===== src/core/ddsl_pkg.sv =====
package ddsl_pkg;
    localparam int          CLK_HZ            = 100_000_000;
    localparam int          NCH               = 8;
    // Times in their own units.
    localparam int          BLANK_MS          = 2;
    localparam int          GATE_HOLD_MS      = 100;
    localparam int          SCAN_HZ           = 1000;
    localparam int          SPUR_CLEAR_MS     = 4;
    localparam int          ROWS              = 3;
    // Derived cycle counts.
    localparam int          BLANK_CYC         = CLK_HZ / 1000 * BLANK_MS;
    localparam int          GATE_HOLD_CYC     = CLK_HZ / 1000 * GATE_HOLD_MS;
    localparam int          ROW_CYC           = CLK_HZ / SCAN_HZ / ROWS;
    localparam int          SPUR_CYC          = CLK_HZ / 1000 * SPUR_CLEAR_MS;
    // Register map.
    localparam logic [7:0]  ADDR_OUT_CMD      = 8'h00;
    localparam logic [7:0]  ADDR_GLOBAL_FAULT = 8'h04;
    localparam logic [7:0]  ADDR_LINK_FAULT   = 8'h08;
    localparam logic [7:0]  ADDR_CH_STATUS    = 8'h0C;
    localparam logic [7:0]  ADDR_STRAPS       = 8'h10;
    localparam logic [7:0]  ADDR_DIAG_RAW     = 8'h14;
    localparam logic [7:0]  ADDR_DIAG_SC      = 8'h18;
    localparam logic [7:0]  ADDR_DIAG_OLOFF   = 8'h1C;
    // Global fault bits.
    localparam int          GF_LOW            = 0;
    localparam int          GF_MISS           = 1;
    localparam int          GF_OTP            = 2;
    localparam int          GF_OFF            = 3;
    localparam int          GF_LAMP           = 4;
    localparam logic [1:0]  RESP_OKAY         = 2'h0;
    localparam logic [1:0]  RESP_SLVERR       = 2'h2;
    localparam logic [31:0] ZERO32            = 32'h0000_0000;

    typedef struct packed {
        logic low_supply;
        logic supply_missing;
        logic die_hot;
    } ddsl_mon_type;

    typedef struct packed {
        logic [NCH-1:0] thermal;
        logic [NCH-1:0] current_limit;
        logic [NCH-1:0] cold_lamp;
        logic [NCH-1:0] short_raw;
        logic [NCH-1:0] open_off_raw;
        logic [NCH-1:0] open_on_raw;
    } ddsl_chan_type;

    typedef enum logic [1:0] {
        DDSL_LOCK = 2'b00,
        DDSL_CFG  = 2'b01,
        DDSL_RUN  = 2'b10
    } ddsl_state_type;
endpackage : ddsl_pkg


===== src/core/ddsl_top.sv =====
// Contract
// - Low supply flag below 16 V.
// - Missing supply flag below 13 V.
// - Die hot flag, no shutdown.
// - All-off flag when drivers all off.
// - Cold-load flag on any channel.
// - Lockout: registers reset, flags high.
// - Straps sampled after lockout.
// - Blank supply comparators about 2 ms.
// - Low supply sets bit, outputs continue.
// - Missing supply sets its bit.
// - Fault pin freed by host read.
// - Hot channel restarts after cooling.
// - Indicator is command AND gate.
// - Gate low 100 ms after fault.
// - 3x3 matrix, rows one third at 1 kHz.
// - Lit only when active and fault free.
// - Spurious open-off gone within 4 ms; here oloff_rep passes it through unmasked and leaves it to software.
// - Short reported with open-on.
// - Wire break reports short.
// - Short outranks open-off.
//
// Design decisions made here: the AXI4-Lite interface to the registers and the register offsets.
`timescale 1ns/10ps
module ddsl_top
    import ddsl_pkg::*;
#(
    parameter int BLANK_CYCLES = BLANK_CYC,
    parameter int HOLD_CYCLES  = GATE_HOLD_CYC,
    parameter int ROW_CYCLES   = ROW_CYC,
    parameter int SPUR_CYCLES  = SPUR_CYC
) (
    // Clock; rst is the supply lockout.
    input  wire logic          sys_clk,
    input  wire logic          rst,
    // Monitors and channel diagnostics.
    input  wire ddsl_mon_type  mon,
    input  wire ddsl_chan_type chan,
    input  wire logic          output_kill_pin,
    input  wire logic          link_fault_in,
    // Straps.
    input  wire logic          sel_strap,
    input  wire logic          mode_strap_hi,
    input  wire logic          mode_strap_lo,
    // Outputs.
    output logic [NCH-1:0]     drive_en,
    output logic [2:0]         indicator_row,
    output logic [2:0]         indicator_column,
    output logic [NCH-1:0]     indicator_link,
    output logic               fault_n,
    output logic               host_data_oe_n,
    output logic               cfg_done,
    // AXI4-Lite slave.
    input  wire logic [7:0]    s_awaddr,
    input  wire logic          s_awvalid,
    output logic               s_awready,
    input  wire logic [31:0]   s_wdata,
    input  wire logic [3:0]    s_wstrb,
    input  wire logic          s_wvalid,
    output logic               s_wready,
    output logic [1:0]         s_bresp,
    output logic               s_bvalid,
    input  wire logic          s_bready,
    input  wire logic [7:0]    s_araddr,
    input  wire logic          s_arvalid,
    output logic               s_arready,
    output logic [31:0]        s_rdata,
    output logic [1:0]         s_rresp,
    output logic               s_rvalid,
    input  wire logic          s_rready
);
    ddsl_state_type  state, next_state;
    logic [NCH-1:0]  out_cmd, next_out_cmd;
    logic [4:0]      gfault, next_gfault;
    logic            lfault, next_lfault;
    logic [2:0]      straps, next_straps;
    logic            mon_low, next_mon_low, mon_miss, next_mon_miss;
    logic [31:0]     blank_cnt, next_blank_cnt;
    logic [31:0]     blank_cnt2, next_blank_cnt2;
    logic [31:0]     hold_cnt [NCH];
    logic [31:0]     next_hold_cnt [NCH];
    logic [NCH-1:0]  ind_gate;
    logic [NCH-1:0]  short_rep, oloff_rep, next_oloff_rep;
    logic [NCH-1:0]  short_q, next_short_q;
    logic [31:0]     spur_cnt [NCH];
    logic [31:0]     next_spur_cnt [NCH];
    logic [NCH-1:0]  drv_q, next_drv_q;
    logic [31:0]     row_cnt, next_row_cnt;
    logic [1:0]      row, next_row;
    logic            aw_have, next_aw_have, w_have, next_w_have;
    logic [7:0]      aw_addr, next_aw_addr;
    logic [31:0]     w_data, next_w_data;
    logic [3:0]      w_strb, next_w_strb;
    logic            bvalid, next_bvalid;
    logic [1:0]      bresp, next_bresp;
    logic            rvalid, next_rvalid;
    logic [1:0]      rresp, next_rresp;
    logic [31:0]     rdata, next_rdata;
    logic [NCH-1:0]  ind_state;

    // A hot channel is off until its thermal flag drops,
    // which restarts it after cooling.
    assign drive_en = (state == DDSL_RUN && !output_kill_pin) ?
                      (out_cmd & ~chan.thermal) : '0;
    // Supply flags switch no output off.

    // Gate low while hold-off runs.
    always_comb begin
        for (int i = 0; i < NCH; i++) begin
            ind_gate[i] = (hold_cnt[i] == ZERO32);
            if (chan.thermal[i] || chan.current_limit[i]) begin
                next_hold_cnt[i] = 32'(HOLD_CYCLES);
            end else if (hold_cnt[i] != ZERO32) begin
                next_hold_cnt[i] = hold_cnt[i] - 32'h1;
            end else begin
                next_hold_cnt[i] = ZERO32;
            end
        end
    end

    assign ind_state = drive_en & ind_gate & ~chan.thermal & ~chan.current_limit;

    // A short masks open-load-off; short and open-load-on
    // pass straight through at any rate.
    assign short_rep = chan.short_raw;
    always_comb begin
        next_short_q = chan.short_raw;
        next_drv_q   = drive_en;
        for (int i = 0; i < NCH; i++) begin
            next_oloff_rep[i] = chan.open_off_raw[i] & ~chan.short_raw[i];
            // The spur timer loads when a short clears and is zeroed
            // on a switching edge; oloff_rep does not use it.
            if (short_q[i] && !chan.short_raw[i]) begin
                next_spur_cnt[i] = 32'(SPUR_CYCLES);
            end else if (drv_q[i] != drive_en[i]) begin
                next_spur_cnt[i] = ZERO32;
            end else if (spur_cnt[i] != ZERO32) begin
                next_spur_cnt[i] = spur_cnt[i] - 32'h1;
            end else begin
                next_spur_cnt[i] = ZERO32;
            end
        end
    end
    assign oloff_rep = next_oloff_rep;
    // Software masks the spurious window.

    // A comparator change must last the whole blank window.
    always_comb begin
        next_mon_low    = mon_low;
        next_mon_miss   = mon_miss;
        next_blank_cnt  = ZERO32;
        next_blank_cnt2 = ZERO32;
        if (mon.low_supply != mon_low) begin
            next_blank_cnt = blank_cnt + 32'h1;
            if (blank_cnt >= 32'(BLANK_CYCLES - 1)) begin
                next_mon_low   = mon.low_supply;
                next_blank_cnt = ZERO32;
            end
        end
        if (mon.supply_missing != mon_miss) begin
            next_blank_cnt2 = blank_cnt2 + 32'h1;
            if (blank_cnt2 >= 32'(BLANK_CYCLES - 1)) begin
                next_mon_miss   = mon.supply_missing;
                next_blank_cnt2 = ZERO32;
            end
        end
    end

    // Straps are caught on the first clock after lockout.
    always_comb begin
        next_state  = state;
        next_straps = straps;
        case (state)
            DDSL_LOCK: begin
                next_straps = {sel_strap, mode_strap_hi, mode_strap_lo};
                next_state  = DDSL_CFG;
            end
            DDSL_CFG:  next_state = DDSL_RUN;
            DDSL_RUN:  next_state = DDSL_RUN;
            default:   next_state = DDSL_LOCK;
        endcase
    end
    assign host_data_oe_n = (state != DDSL_RUN);
    assign cfg_done       = (state == DDSL_RUN);

    // Rows advance 0,1,2 in turn.
    always_comb begin
        next_row_cnt = row_cnt + 32'h1;
        next_row     = row;
        if (row_cnt >= 32'(ROW_CYCLES - 1)) begin
            next_row_cnt = ZERO32;
            next_row     = (row == 2'h2) ? 2'h0 : row + 2'h1;
        end
    end
    always_comb begin
        indicator_row    = 3'h0;
        indicator_column = 3'h0;
        indicator_row[row] = 1'b1;
        for (int c = 0; c < 3; c++) begin
            if (int'(row) * 3 + c < NCH) begin
                indicator_column[c] = ind_state[int'(row) * 3 + c];
            end
        end
    end
    assign indicator_link = out_cmd & ind_gate;

    assign fault_n = ~(gfault[GF_LOW] | gfault[GF_MISS] | lfault);

    // AXI4-Lite slave.
    wire wr_fire = aw_have && w_have && !bvalid;
    wire rd_take = s_arvalid && !rvalid;
    wire rd_gf   = rd_take && s_araddr == ADDR_GLOBAL_FAULT;
    wire rd_lf   = rd_take && s_araddr == ADDR_LINK_FAULT;
    assign s_awready = !aw_have;
    assign s_wready  = !w_have;
    assign s_arready = !rvalid;
    assign s_bvalid  = bvalid;
    assign s_bresp   = bresp;
    assign s_rvalid  = rvalid;
    assign s_rresp   = rresp;
    assign s_rdata   = rdata;

    always_comb begin
        logic [4:0] ev;
        ev = 5'h0;
        ev[GF_LOW]  = mon_low;
        ev[GF_MISS] = mon_miss;
        ev[GF_OTP]  = mon.die_hot;
        ev[GF_OFF]  = (drive_en == '0);
        ev[GF_LAMP] = |chan.cold_lamp;
        next_aw_have = aw_have;
        next_w_have  = w_have;
        next_aw_addr = aw_addr;
        next_w_data  = w_data;
        next_w_strb  = w_strb;
        next_bvalid  = bvalid;
        next_bresp   = bresp;
        next_rvalid  = rvalid;
        next_rresp   = rresp;
        next_rdata   = rdata;
        next_out_cmd = out_cmd;
        // A live event wins over a read clear.
        next_gfault = (rd_gf ? 5'h0 : gfault) | ev;
        next_lfault = (rd_lf ? 1'b0 : lfault) | link_fault_in;
        if (s_awvalid && !aw_have) begin
            next_aw_have = 1'b1;
            next_aw_addr = s_awaddr;
        end
        if (s_wvalid && !w_have) begin
            next_w_have = 1'b1;
            next_w_data = s_wdata;
            next_w_strb = s_wstrb;
        end
        if (wr_fire) begin
            next_aw_have = 1'b0;
            next_w_have  = 1'b0;
            next_bvalid  = 1'b1;
            next_bresp   = RESP_OKAY;
            if (aw_addr == ADDR_OUT_CMD) begin
                if (w_strb[0]) begin
                    next_out_cmd = w_data[NCH-1:0];
                end
            end else begin
                next_bresp = RESP_SLVERR;
            end
        end else if (bvalid && s_bready) begin
            next_bvalid = 1'b0;
        end
        if (rd_take) begin
            next_rvalid = 1'b1;
            next_rresp  = RESP_OKAY;
            case (s_araddr)
                ADDR_OUT_CMD:      next_rdata = {24'h0, out_cmd};
                ADDR_GLOBAL_FAULT: next_rdata = {27'h0, gfault};
                ADDR_LINK_FAULT:   next_rdata = {31'h0, lfault};
                ADDR_CH_STATUS:    next_rdata = {24'h0, ind_gate};
                ADDR_STRAPS:       next_rdata = {29'h0, straps};
                ADDR_DIAG_RAW:     next_rdata = {16'h0, chan.open_on_raw, chan.thermal};
                ADDR_DIAG_SC:      next_rdata = {24'h0, short_rep};
                ADDR_DIAG_OLOFF:   next_rdata = {24'h0, oloff_rep};
                default: begin
                    next_rdata = ZERO32;
                    next_rresp = RESP_SLVERR;
                end
            endcase
        end else if (rvalid && s_rready) begin
            next_rvalid = 1'b0;
        end
    end

    // Lockout resets all; supply and link flags read high.
    always_ff @(posedge sys_clk) begin
        if (rst) begin
            state      <= DDSL_LOCK;
            out_cmd    <= '0;
            gfault     <= 5'h03;
            lfault     <= 1'b1;
            straps     <= 3'h0;
            mon_low    <= 1'b1;
            mon_miss   <= 1'b1;
            blank_cnt  <= ZERO32;
            blank_cnt2 <= ZERO32;
            short_q    <= '0;
            drv_q      <= '0;
            row_cnt    <= ZERO32;
            row        <= 2'h0;
            aw_have    <= 1'b0;
            w_have     <= 1'b0;
            aw_addr    <= 8'h00;
            w_data     <= ZERO32;
            w_strb     <= 4'h0;
            bvalid     <= 1'b0;
            bresp      <= RESP_OKAY;
            rvalid     <= 1'b0;
            rresp      <= RESP_OKAY;
            rdata      <= ZERO32;
            for (int i = 0; i < NCH; i++) begin
                hold_cnt[i] <= ZERO32;
                spur_cnt[i] <= ZERO32;
            end
        end else begin
            state      <= next_state;
            out_cmd    <= next_out_cmd;
            gfault     <= next_gfault;
            lfault     <= next_lfault;
            straps     <= next_straps;
            mon_low    <= next_mon_low;
            mon_miss   <= next_mon_miss;
            blank_cnt  <= next_blank_cnt;
            blank_cnt2 <= next_blank_cnt2;
            short_q    <= next_short_q;
            drv_q      <= next_drv_q;
            row_cnt    <= next_row_cnt;
            row        <= next_row;
            aw_have    <= next_aw_have;
            w_have     <= next_w_have;
            aw_addr    <= next_aw_addr;
            w_data     <= next_w_data;
            w_strb     <= next_w_strb;
            bvalid     <= next_bvalid;
            bresp      <= next_bresp;
            rvalid     <= next_rvalid;
            rresp      <= next_rresp;
            rdata      <= next_rdata;
            for (int i = 0; i < NCH; i++) begin
                hold_cnt[i] <= next_hold_cnt[i];
                spur_cnt[i] <= next_spur_cnt[i];
            end
        end
    end
endmodule : ddsl_top


===== config.mk =====
export PLATFORM = sky130hd
export DESIGN_NAME = ddsl_top
export DESIGN_NICKNAME = d
export VERILOG_FILES = /design/src/core/ddsl_pkg.sv /design/src/core/ddsl_top.sv
export SDC_FILE = /design/constraint.sdc
export NUM_CORES = 1
export LEC_CHECK = 0
export ABC_AREA = 1
export ABC_CLOCK_PERIOD_IN_PS = 2500
export BUFFER_PORTS_ARGS = -buffer_cell sky130_fd_sc_hd__buf_2
export CAP_MARGIN = 20
export CORE_MARGIN = 2
export CORE_UTILIZATION = 45
export CTS_BUF_LIST = sky130_fd_sc_hd__clkbuf_8
export DETAILED_ROUTE_END_ITERATION = 8
export PLACE_DENSITY = 0.73
export SLEW_MARGIN = 40
export SYNTH_ARGS = -nofsm -noshare
export SYNTH_HDL_FRONTEND = slang
export SYNTH_SLANG_ARGS = --single-unit

===== constraint.sdc =====
create_clock -name sys_clk -period 2.5 [get_ports sys_clk]
set_clock_uncertainty 0.1 [all_clocks]
set_input_delay 0.375 -clock sys_clk [delete_from_list [all_inputs] [get_ports sys_clk]]
set_output_delay 0.375 -clock sys_clk [all_outputs]
set_load 0.05 [all_outputs]

# Word level (Yosys, flattened, before mapping)
# Memories as Yosys holds them, arrays and structs flattened.
# Index checks and enable logic that the tools add are counted.
# word_totals
ff_bits	176
latch_bits	0
ramBits	256
mem_bits_ro	0
in_bits	115
output_inout_bits	66
word_cells	208
mem_count	1
# mem_list
memory	words	word_bits	rd	rd_clocked_by_memory_dff	wr	line	rtl
hold_cnt	8	32	8	0	8	ddsl_top.sv:80	logic [31:0] hold_cnt [NCH];
# classes
addsub	14
mul	1
div_mod_pow	0
magnitude_cmp	11
eq_ne	13
shifts	0
mux	53
bitwise	38
n_reduce_logical	56
# op_table
operator	n
$mux 32	24
$logic_not 32->1	8
$reduce_bool 32->1	8
$sub 32x1->32 const B	8
$lt 32x5->1 const B	5
$pmux 16 s8	1
$add 32x1->32 const B	3
$ge 32x18->1 const B	2
$and 8x8->8	5
$add 32x2->32 const B	1
$eq 8x5->1 const B	4
$ge 32x16->1 const B	1
$logic_not 8->1	3
$mux 1	18
$eq 8x4->1 const B	2
$not 8->8	2
$reduce_or 8->1	2
$logic_and 1x1->1	11
$not 1->1	11
$or 1x1->1	11
$bmux 1 s3	3
$and 1x1->1	8
$eq 8x3->1 const B	1
$logic_or 1x1->1	8
23 further kinds	36

# Longest topological paths before layout
# Gate-level depths: netlist of run 1.
# logic_depth
depth_word	10
mapped_depth	12
mapped_depth_nobuf	12

# Least setup slack after synthesis of run 1
# No wires, ideal clock.
# synth_path
kind	reg-to-output
from	register state[0]
to	output port indicator_column[2]
t_arrival_ns	2.754
path_slack_ns	-0.729
stages_incl_launch_ff	13
cell_sequence	dfxtp_1 inv_1 ha_1 inv_1 nor2_2 nand3_1 nor2_1 nand3_1 nand2_1 nand2_1 nand3_1 nand2_1 nor2_1
# synth_between
elab_chain_cells	10
# synth_rtl
item	line	rtl
from (decl)	ddsl_top.sv:72	ddsl_state_type state, next_state;
from (signal assigned)	ddsl_top.sv:322	state <= next_state;
$eq 2x2->1	-	
net cfg_done	ddsl_top.sv:52	output logic cfg_done,
$logic_and 1x1->1	ddsl_top.sv:103	assign drive_en = (state == DDSL_RUN && !output_kill_pin) ?
$mux 8	ddsl_top.sv:103	
$and 8x8->8 (3 in a row)	ddsl_top.sv:121	assign ind_state = drive_en & ind_gate & ~chan.thermal & ~chan.current_limit;
$bmux 1 s3	ddsl_top.sv:201	indicator_column[c] = ind_state[int'(row) * 3 + c];
$mux 1 (not written as such) (2 in a row)	ddsl_top.sv:201	
$mux 1	ddsl_top.sv:200	if (int'(row) * 3 + c < NCH) begin
to (decl)	ddsl_top.sv:48	output logic [2:0] indicator_column,
# The timed path passes the listed nets, and every way through them passes these cells. The select of a mux whose other input is x is not followed.

# Final worst setup path of run 1
# layout_path
from	register state[0]
to	output port indicator_column[2]
# layout_between
elab_chain_cells	10
# layout_rtl
item	line
$eq 2x2->1	ddsl_top.sv:103
$logic_and 1x1->1	ddsl_top.sv:103
$mux 8	ddsl_top.sv:103
$and 8x8->8 (3 in a row)	ddsl_top.sv:121
$bmux 1 s3	ddsl_top.sv:201
$mux 1 (not written as such) (2 in a row)	ddsl_top.sv:201
$mux 1	ddsl_top.sv:200
# Every way passes these cells. The select of a mux whose other input is x is not followed.

==> results of run 1 <==
## repair_timing
| action | in CTS | in global routing |
|---|---|---|
| buffers inserted | 18 | 16 |
| hold endpoints to repair | 41 | 0 |
| gates cloned | 1 | 0 |
| hold buffers | 42 | 0 |
| gates resized for setup | 125 | 98 |
| pin swaps | 38 | 40 |
| endpoints found under the setup margin | 19 | 19 |
## report_power, final
part           internal (mW)  leakage (nW)  switching (mW)
logic                  0.794          6.92            1.39
registers               6.85          3.40           0.209
clock network           3.33         0.832            2.82
## cells by family (layout without fill, tap and decap cells)
kind of cell / after synthesis / in the layout / share of synthesized area
AND/OR/NAND/NOR: 1509 / 1510 / 0.346
buffers and inverters: 411 / 760 / 0.0823
AO/OA/AOI/OAI: 332 / 332 / 0.0862
adder cells (fa/ha/maj): 29 / 29 / 0.0180
other: 1 / 65 / 0.000186
flip-flops: 414 / 414 / 0.410
XOR/XNOR: 131 / 131 / 0.0568
## flip-flops by register name, summed over array words and instances (netlist names), 8 cells and up
register and count:
hold_cnt 256, blank_cnt2 32, blank_cnt 32, row_cnt 32
s_rdata 16, aw_addr 8, out_cmd 8, w_data 8
## metal layers
layer	vias to the layer above	global-route usage
met1	8528	0.288
met3	131	0.0576
met2	497	0.352
li1	9707	-
met5	-	0
met4	4	0.103
## final cells by class
class / count / area [um2]
repair buffers: 276 / 2000
fillers: 4141 / 19400
inverters: 357 / 1360
clock inverters: 34 / 146
multi-input cells: 2064 / 11000
clock buffers: 93 / 1280
flip-flops and latches: 414 / 8330
well taps: 592 / 741
diodes: 3 / 7.51
## synth_stat cells, types with 13 or more instances
master                    number
sky130_fd_sc_hd__nand3_1     177
sky130_fd_sc_hd__o21ai_0      94
sky130_fd_sc_hd__nand2_1     435
sky130_fd_sc_hd__nor3_1       51
sky130_fd_sc_hd__nand2_2      22
sky130_fd_sc_hd__nor2_2       56
sky130_fd_sc_hd__or2_2        23
sky130_fd_sc_hd__nor2_1      555
sky130_fd_sc_hd__dfxtp_1     414
sky130_fd_sc_hd__buf_4        22
sky130_fd_sc_hd__inv_1       332
sky130_fd_sc_hd__nor2_4       24
sky130_fd_sc_hd__ha_1         29
sky130_fd_sc_hd__a21oi_1     189
sky130_fd_sc_hd__nor4_1       37
sky130_fd_sc_hd__nand4_1      57
sky130_fd_sc_hd__o21ai_1      14
sky130_fd_sc_hd__xnor2_1      36
sky130_fd_sc_hd__inv_2        20
sky130_fd_sc_hd__xor2_1       95
sky130_fd_sc_hd__buf_2        13
## worst reg2reg max path: cells and delay by family (launching register included)
family                 cells  cell delay, ns
buffers and inverters      3            1.09
AO/OA/AOI/OAI              1            0.08
flip-flops                 1            0.30
AND/OR/NAND/NOR            3            0.57
## worst paths after layout
| check | cells past startpoint | from | endpoint | slack, ns |
|---|---|---|---|---|
| min | 3 | chan[39] | hold_cnt[1][115] | 0.05 |
| min reg2reg | 1 | hold_cnt[1][96] | hold_cnt[1][96] | 0.31 |
| max | 13 | state[0] | indicator_column[2] | -0.51 |
| max reg2reg | 7 | s_rvalid | gfault[4] | 0.25 |
==> impl_metrics.sql, run 1 <==
INSERT INTO impl_metrics (metric_group, metric, value, unit) VALUES
('floorplan', 'die_area', '46600', 'um2'),
('placed_design', 'detailedPlacementHpwl', '37800', 'um'),
('pwr', 'report.power.total', '15.4', 'mW'),
('clock_network', 'tritoncts', 'yes', ''),
('detailed_routing', 'route.met3.wl', '4040', 'um'),
('placed_design', 'place.port_buffers', '135', ''),
('setup_path', 'worst_path_dominant_cell_family', 'simple AND/OR/NAND/NOR gates', ''),
('logic_synthesis', 'yosysTopAreaCellShare', '0.410', ''),
('setup_path', 'critPathMaxFanout', '5', ''),
('job', 'maxCapViolCount', '0', ''),
('clock_network', 'worstSkewPairLatency', '0.65', 'ns'),
('floorplan', 'die_height', '216', 'um'),
('logic_synthesis', 'yosys_register_bits', '414', ''),
('logic_synthesis', 'synth_cells', '2827', ''),
('global_route', 'grt_max_degree', '44', ''),
('logic_synthesis', 'synth.top_cells.by_area', 'sky130_fd_sc_hd__dfxtp_1, sky130_fd_sc_hd__nor2_1, sky130_fd_sc_hd__nand2_1', ''),
('setup_path', 'critical_path.max_stage_delay', '0.30', 'ns'),
('global_route', 'antenna_found_initial', '2', ''),
('setup_path', 'critPathArrivalTime', '2.53', 'ns'),
('logic_synthesis', 'synth.yosys.warnings', '0', ''),
('final_layout', 'most-common-layout-cells', 'sky130_fd_sc_hd__nor2_1, sky130_fd_sc_hd__nand2_1, sky130_fd_sc_hd__dfxtp_1, sky130_fd_sc_hd__inv_1, sky130_fd_sc_hd__a21oi_1', ''),
('outcome', 'run_status', 'finished, violations left', ''),
('setup_path', 'crit_required', '2.03', 'ns'),
('detailed_routing', 'drt_wl_total', '53400', 'um'),
('timing', 'finalWorstPathRequiredPeriod', '3.01', 'ns'),
('pwr', 'pwr_density_cell', '618', 'nW/um2'),
('setup_path', 'crit_path_top_delay_cell', 'sky130_fd_sc_hd__dfxtp_1', ''),
('outcome', 'violations', 'negative setup slack', ''),
('floorplan', 'chipWidth', '216', 'um'),
('clock_network', 'cts_root_buf', 'sky130_fd_sc_hd__clkbuf_8', ''),
('detailed_routing', 'drt-wirelength-per-cell', '13.9', 'um'),
('timing', 'achievable-frequency', '332', 'MHz'),
('timing', 'grt_setup_unrepaired', 'yes', ''),
('final_layout', 'finish.net_count', '3330', ''),
('logic_synthesis', 'async_flop_share', '0', ''),
('timing', 'worstMarginPinSlew', '0.759', 'ns'),
('logic_synthesis', 'count_of_flip_flops_with_a_built_in_enable_after_synthesis', '0', ''),
('setup_path', 'critical_path.cell_chain', 'inv_2 -> ha_4 -> clkinvlp_4 -> nor2_4 -> inv_2 -> nor3_4 -> nand3_2 -> nand2_1 -> nand2_1 -> nand3_2 -> nand2_2 -> nor2_4 -> buf_6', ''),
('detailed_routing', 'vias_per_cell', '4.92', ''),
('pwr', 'vdd_ir_drop_max', '0.504', 'mV'),
('worst_hold_path', 'min-delay-path-class', 'input port to register', ''),
('final_layout', 'post_route_cells_drive_above_1_share', '0.204', ''),
('logic_synthesis', 'yosys.cell_types.count', '52', ''),
('final_layout', 'final_core_utilization', '0.562', ''),
('timing', 'hold_viol', '0', ''),
('placed_design', 'place_area', '22100', 'um2'),
('setup_path', 'timing.setup.critical_path_class', 'register to output pin', ''),
('global_route', 'grt.overflow.total', '0', ''),
('timing', 'fin_tns_setup', '-1.69', 'ns'),
('final_layout', 'layout-area-overhead-vs-synth', '23.2', '%'),
('timing', 'setup_viol_count_final', '9', ''),
('clock_network', 'cts-buffers-inserted', '73', ''),
('logic_synthesis', 'yosys.area.top_type', 'sky130_fd_sc_hd__dfxtp_1', ''),
('timing', 'hold_slack', '0.0452', 'ns'),
('detailed_routing', 'met1Wirelength', '23600', 'um'),
('floorplan', 'row_count', '77', ''),
('logic_synthesis', 'avgSynthCellArea', '7.15', 'um2'),
('detailed_routing', 'drt_pre_antenna_iters', '6', ''),
('setup_path', 'endpoint_kind', 'output pin', ''),
('final_layout', 'final_cell_count_no_fill', '3833', ''),
('detailed_routing', 'via_count', '18867', ''),
('clock_network', 'cts.htree.levels', '3', ''),
('setup_path', 'timing.critical_path.from_type', 'register', ''),
('timing', 'fin_crit_sh', '1.20', ''),
('global_route', 'track_usage', '0.224', ''),
('clock_network', 'clk_transition_reported_paths', '0.06', 'ns'),
('floorplan', 'initial_utilization', '0.456', ''),
('timing', 'report.final.slew_viol_count', '0', ''),
('placed_design', 'post-place-cells', '3627', ''),
('detailed_routing', 'drc', '0', ''),
('timing', 'final.setup.worst_slack', '-0.509', 'ns');
(Power assumes the default switching activity.)
==> inputs of run 2 (changes only) <==
- BUFFER_PORTS_ARGS: -buffer_cell sky130_fd_sc_hd__buf_2 -> default
- DONT_BUFFER_PORTS: default -> 1
- PLACE_DENSITY: 0.73 -> 0.7
- SLEW_MARGIN: 40 -> 15
==> run 2 against run 1 <==
Against the previous run: the run still ends with negative setup slack left; first-iteration DRC count up 1.3%; final cell count down 2.8%; clock-buffer cell count is 1 lower; sequential share of layout area is 0.36 points higher; global-route usage rose by 0.41 points; utilization shrank 0.53 points; routed wire length up 1.1%; maximum frequency shrank 2.3%; critical path depth increased by 1; total power grew 0.45%; sequential cell count unchanged.
==> impl_metrics.sql, run 2 (synthesis results as in run 1) <==
INSERT INTO impl_metrics (metric_group, metric, value, unit) VALUES
('timing', 'worst_slew_margin_rel', '0.558', ''),
('outcome', 'violations', 'negative setup slack', ''),
('floorplan', 'row_count', '77', ''),
('final_layout', 'regMostFlops', 'hold_cnt', ''),
('setup_path', 'worst_r2r_startpoint', 's_rvalid', ''),
('placed_design', 'place_area', '21600', 'um2'),
('floorplan', 'die_height', '216', 'um'),
('setup_path', 'rr_worst_depth', '7', ''),
('global_route', 'antenna_found_initial', '5', ''),
('detailed_routing', 'via_count', '18852', ''),
('setup_path', 'ff2ff_setup_slack', '0.27', 'ns'),
('clock_network', 'worstSkewPairLatency', '0.65', 'ns'),
('pwr', 'report.power.total', '15.5', 'mW'),
('placed_design', 'detailedPlacementHpwl', '38500', 'um'),
('detailed_routing', 'drt_pre_antenna_iters', '5', ''),
('clock_network', 'cts-buffers-inserted', '73', ''),
('timing', 'report.final.slew_viol_count', '0', ''),
('detailed_routing', 'drt-wirelength-per-cell', '14.5', 'um'),
('floorplan', 'initial_utilization', '0.456', ''),
('final_layout', 'largest_reg_flops', '256', ''),
('global_route', 'number_of_global_route_vias_before_repair', '18340', ''),
('clock_network', 'tritoncts', 'yes', ''),
('final_layout', 'final_core_utilization', '0.557', ''),
('clock_network', 'clock_path_buffers', '3', ''),
('global_route', 'grt.overflow.total', '0', ''),
('global_route', 'grt_max_degree', '59', ''),
('placed_design', 'place.port_buffers', '0', ''),
('setup_path', 'critPathMaxFanout', '6', ''),
('pwr', 'pwr_density_cell', '627', 'nW/um2'),
('outcome', 'run_status', 'finished, violations left', ''),
('setup_path', 'worst_r2r_endpoint', 'gfault[4]', ''),
('final_layout', 'finish.net_count', '3218', ''),
('global_route', 'track_usage', '0.228', ''),
('detailed_routing', 'drt_wl_total', '54000', 'um'),
('floorplan', 'die_area', '46600', 'um2'),
('timing', 'fin_crit_sh', '1.23', ''),
('setup_path', 'timing.critical_path.from_type', 'register', ''),
('detailed_routing', 'drt-initial-drc-count', '1275', ''),
('job', 'maxCapViolCount', '0', ''),
('timing', 'fin_tns_setup', '-2.04', 'ns'),
('clock_network', 'cts.htree.levels', '3', ''),
('setup_path', 'timing.setup.critical_path_class', 'register to output pin', ''),
('clock_network', 'clk_transition_reported_paths', '0.06', 'ns'),
('final_layout', 'layout-area-overhead-vs-synth', '22.1', '%'),
('setup_path', 'critPathArrivalTime', '2.60', 'ns'),
('setup_path', 'endpoint_kind', 'output pin', ''),
('timing', 'achievable-frequency', '325', 'MHz'),
('detailed_routing', 'antenna_viol_nets_final', '0', ''),
('floorplan', 'io_pins', '181', ''),
('timing', 'setup_viol_count_final', '9', ''),
('floorplan', 'core_region_area', '44300', 'um2'),
('global_route', 'grt_first_pass_wirelength', '87200', 'um'),
('setup_path', 'crit_required', '2.03', 'ns'),
('final_layout', 'layout.cell_area.non_filler', '24700', 'um2'),
('clock_network', 'cts_root_buf', 'sky130_fd_sc_hd__clkbuf_8', ''),
('floorplan', 'chipWidth', '216', 'um'),
('final_layout', 'fillCellCount', '4134', ''),
('final_layout', 'post_route_cells_drive_above_1_share', '0.185', ''),
('detailed_routing', 'drc', '0', ''),
('timing', 'worstMarginPinSlew', '0.656', 'ns'),
('worst_hold_path', 'min-delay-path-class', 'input port to register', ''),
('final_layout', 'final_common_cell', 'sky130_fd_sc_hd__nor2_1', ''),
('placed_design', 'gp_congestion', '0.918', ''),
('worst_hold_path', 'hold_path_startpoint', 'mon[1]', ''),
('pwr', 'vdd_ir_drop_max', '0.428', 'mV'),
('worst_hold_path', 'hold_path_depth', '3', ''),
('pwr', 'leakage', '10.7', 'nW'),
('timing', 'hold_slack', '0.0352', 'ns'),
('timing', 'grt_setup_unrepaired', 'yes', ''),
('worst_hold_path', 'worstHoldEndpoint', 'blank_cnt2[1]', ''),
('final_layout', 'most-common-layout-cells', 'sky130_fd_sc_hd__nor2_1, sky130_fd_sc_hd__nand2_1, sky130_fd_sc_hd__dfxtp_1, sky130_fd_sc_hd__inv_1, sky130_fd_sc_hd__a21oi_1', ''),
('timing', 'final.setup.worst_slack', '-0.580', 'ns'),
('timing', 'finalWorstPathRequiredPeriod', '3.08', 'ns'),
('detailed_routing', 'vias_per_cell', '5.06', ''),
('timing', 'hold_viol', '0', ''),
('clock_network', 'cts.sinks', '414', '');
==> run 2: power breakdown <==
| group | switching [mW] | total, mW | internal, mW |
|---|---|---|---|
| sequential | 0.229 | 7.08 | 6.85 |
| combinational | 1.35 | 2.11 | 0.765 |
| clock | 2.85 | 6.27 | 3.42 |
==> run 2: cell type report <==
class                      count  area (um2)  area share
clock inverter                38         205     0.00832
tap                          592         741      0.0300
antenna                        3        7.51    0.000304
sequential                   414        8340       0.338
inverter                     357        1370      0.0553
timing repair buffer         165        1580      0.0642
multi-input combinational   2063       11200       0.452
clock buffer                  92        1270      0.0513
==> run 2: worst max-delay path by stage <==
stage                          endpoint            from  cells after the start
finish              indicator_column[2]        state[0]                     14
global route        indicator_column[2]        state[0]                     14
global placement    indicator_column[2]  hold_cnt[0][0]                     13
CTS                 indicator_column[2]        state[0]                     14
detailed placement  indicator_column[2]  hold_cnt[0][0]                     13
floorplan           indicator_column[2]        state[0]                     12
==> run 2: worst max-delay path, stage by stage, from the launching register on <==
cell and delay (ns):
sky130_fd_sc_hd__dfxtp_2 0.32, sky130_fd_sc_hd__inv_2 0.06, sky130_fd_sc_hd__ha_4 0.15, sky130_fd_sc_hd__clkinvlp_4 0.09
sky130_fd_sc_hd__nor2_4 0.22, sky130_fd_sc_hd__buf_6 0.18, sky130_fd_sc_hd__nand2_2 0.05, sky130_fd_sc_hd__nor3_2 0.13
sky130_fd_sc_hd__nand3_1 0.12, sky130_fd_sc_hd__nand2_1 0.10, sky130_fd_sc_hd__nand2_1 0.06, sky130_fd_sc_hd__nand3_1 0.09
sky130_fd_sc_hd__nand2_2 0.07, sky130_fd_sc_hd__nor2_4 0.18, sky130_fd_sc_hd__buf_12 0.16
==> run 2: per-stage QoR <==
step / setup WS, ns / instances
after floorplan: -0.00887 / 2888
after global placement: 0.0647 / 3495
after detailed placement: 0.0428 / 3495
after CTS: -0.535 / 3707
after global routing: -0.738 / 3724
final: -0.580 / 3724
==> run 2: per-layer routing <==
metal  vias up  global-route usage  part of all wire
li1       9487                   -                 -
met1      8751               0.279              0.43
met2       496               0.385              0.47
met3       116              0.0576             0.069
met4         2              0.0890             0.032
met5         -                   0           0.00030
==> run 2: repair_timing <==
| item | in CTS | in global routing |
|---|---|---|
| pin swaps | 41 | 34 |
| hold buffers | 61 | 0 |
| gates resized for setup | 109 | 129 |
| hold endpoints to repair | 118 | 0 |
| endpoints found under the setup margin | 16 | 20 |
| buffers inserted | 21 | 15 |
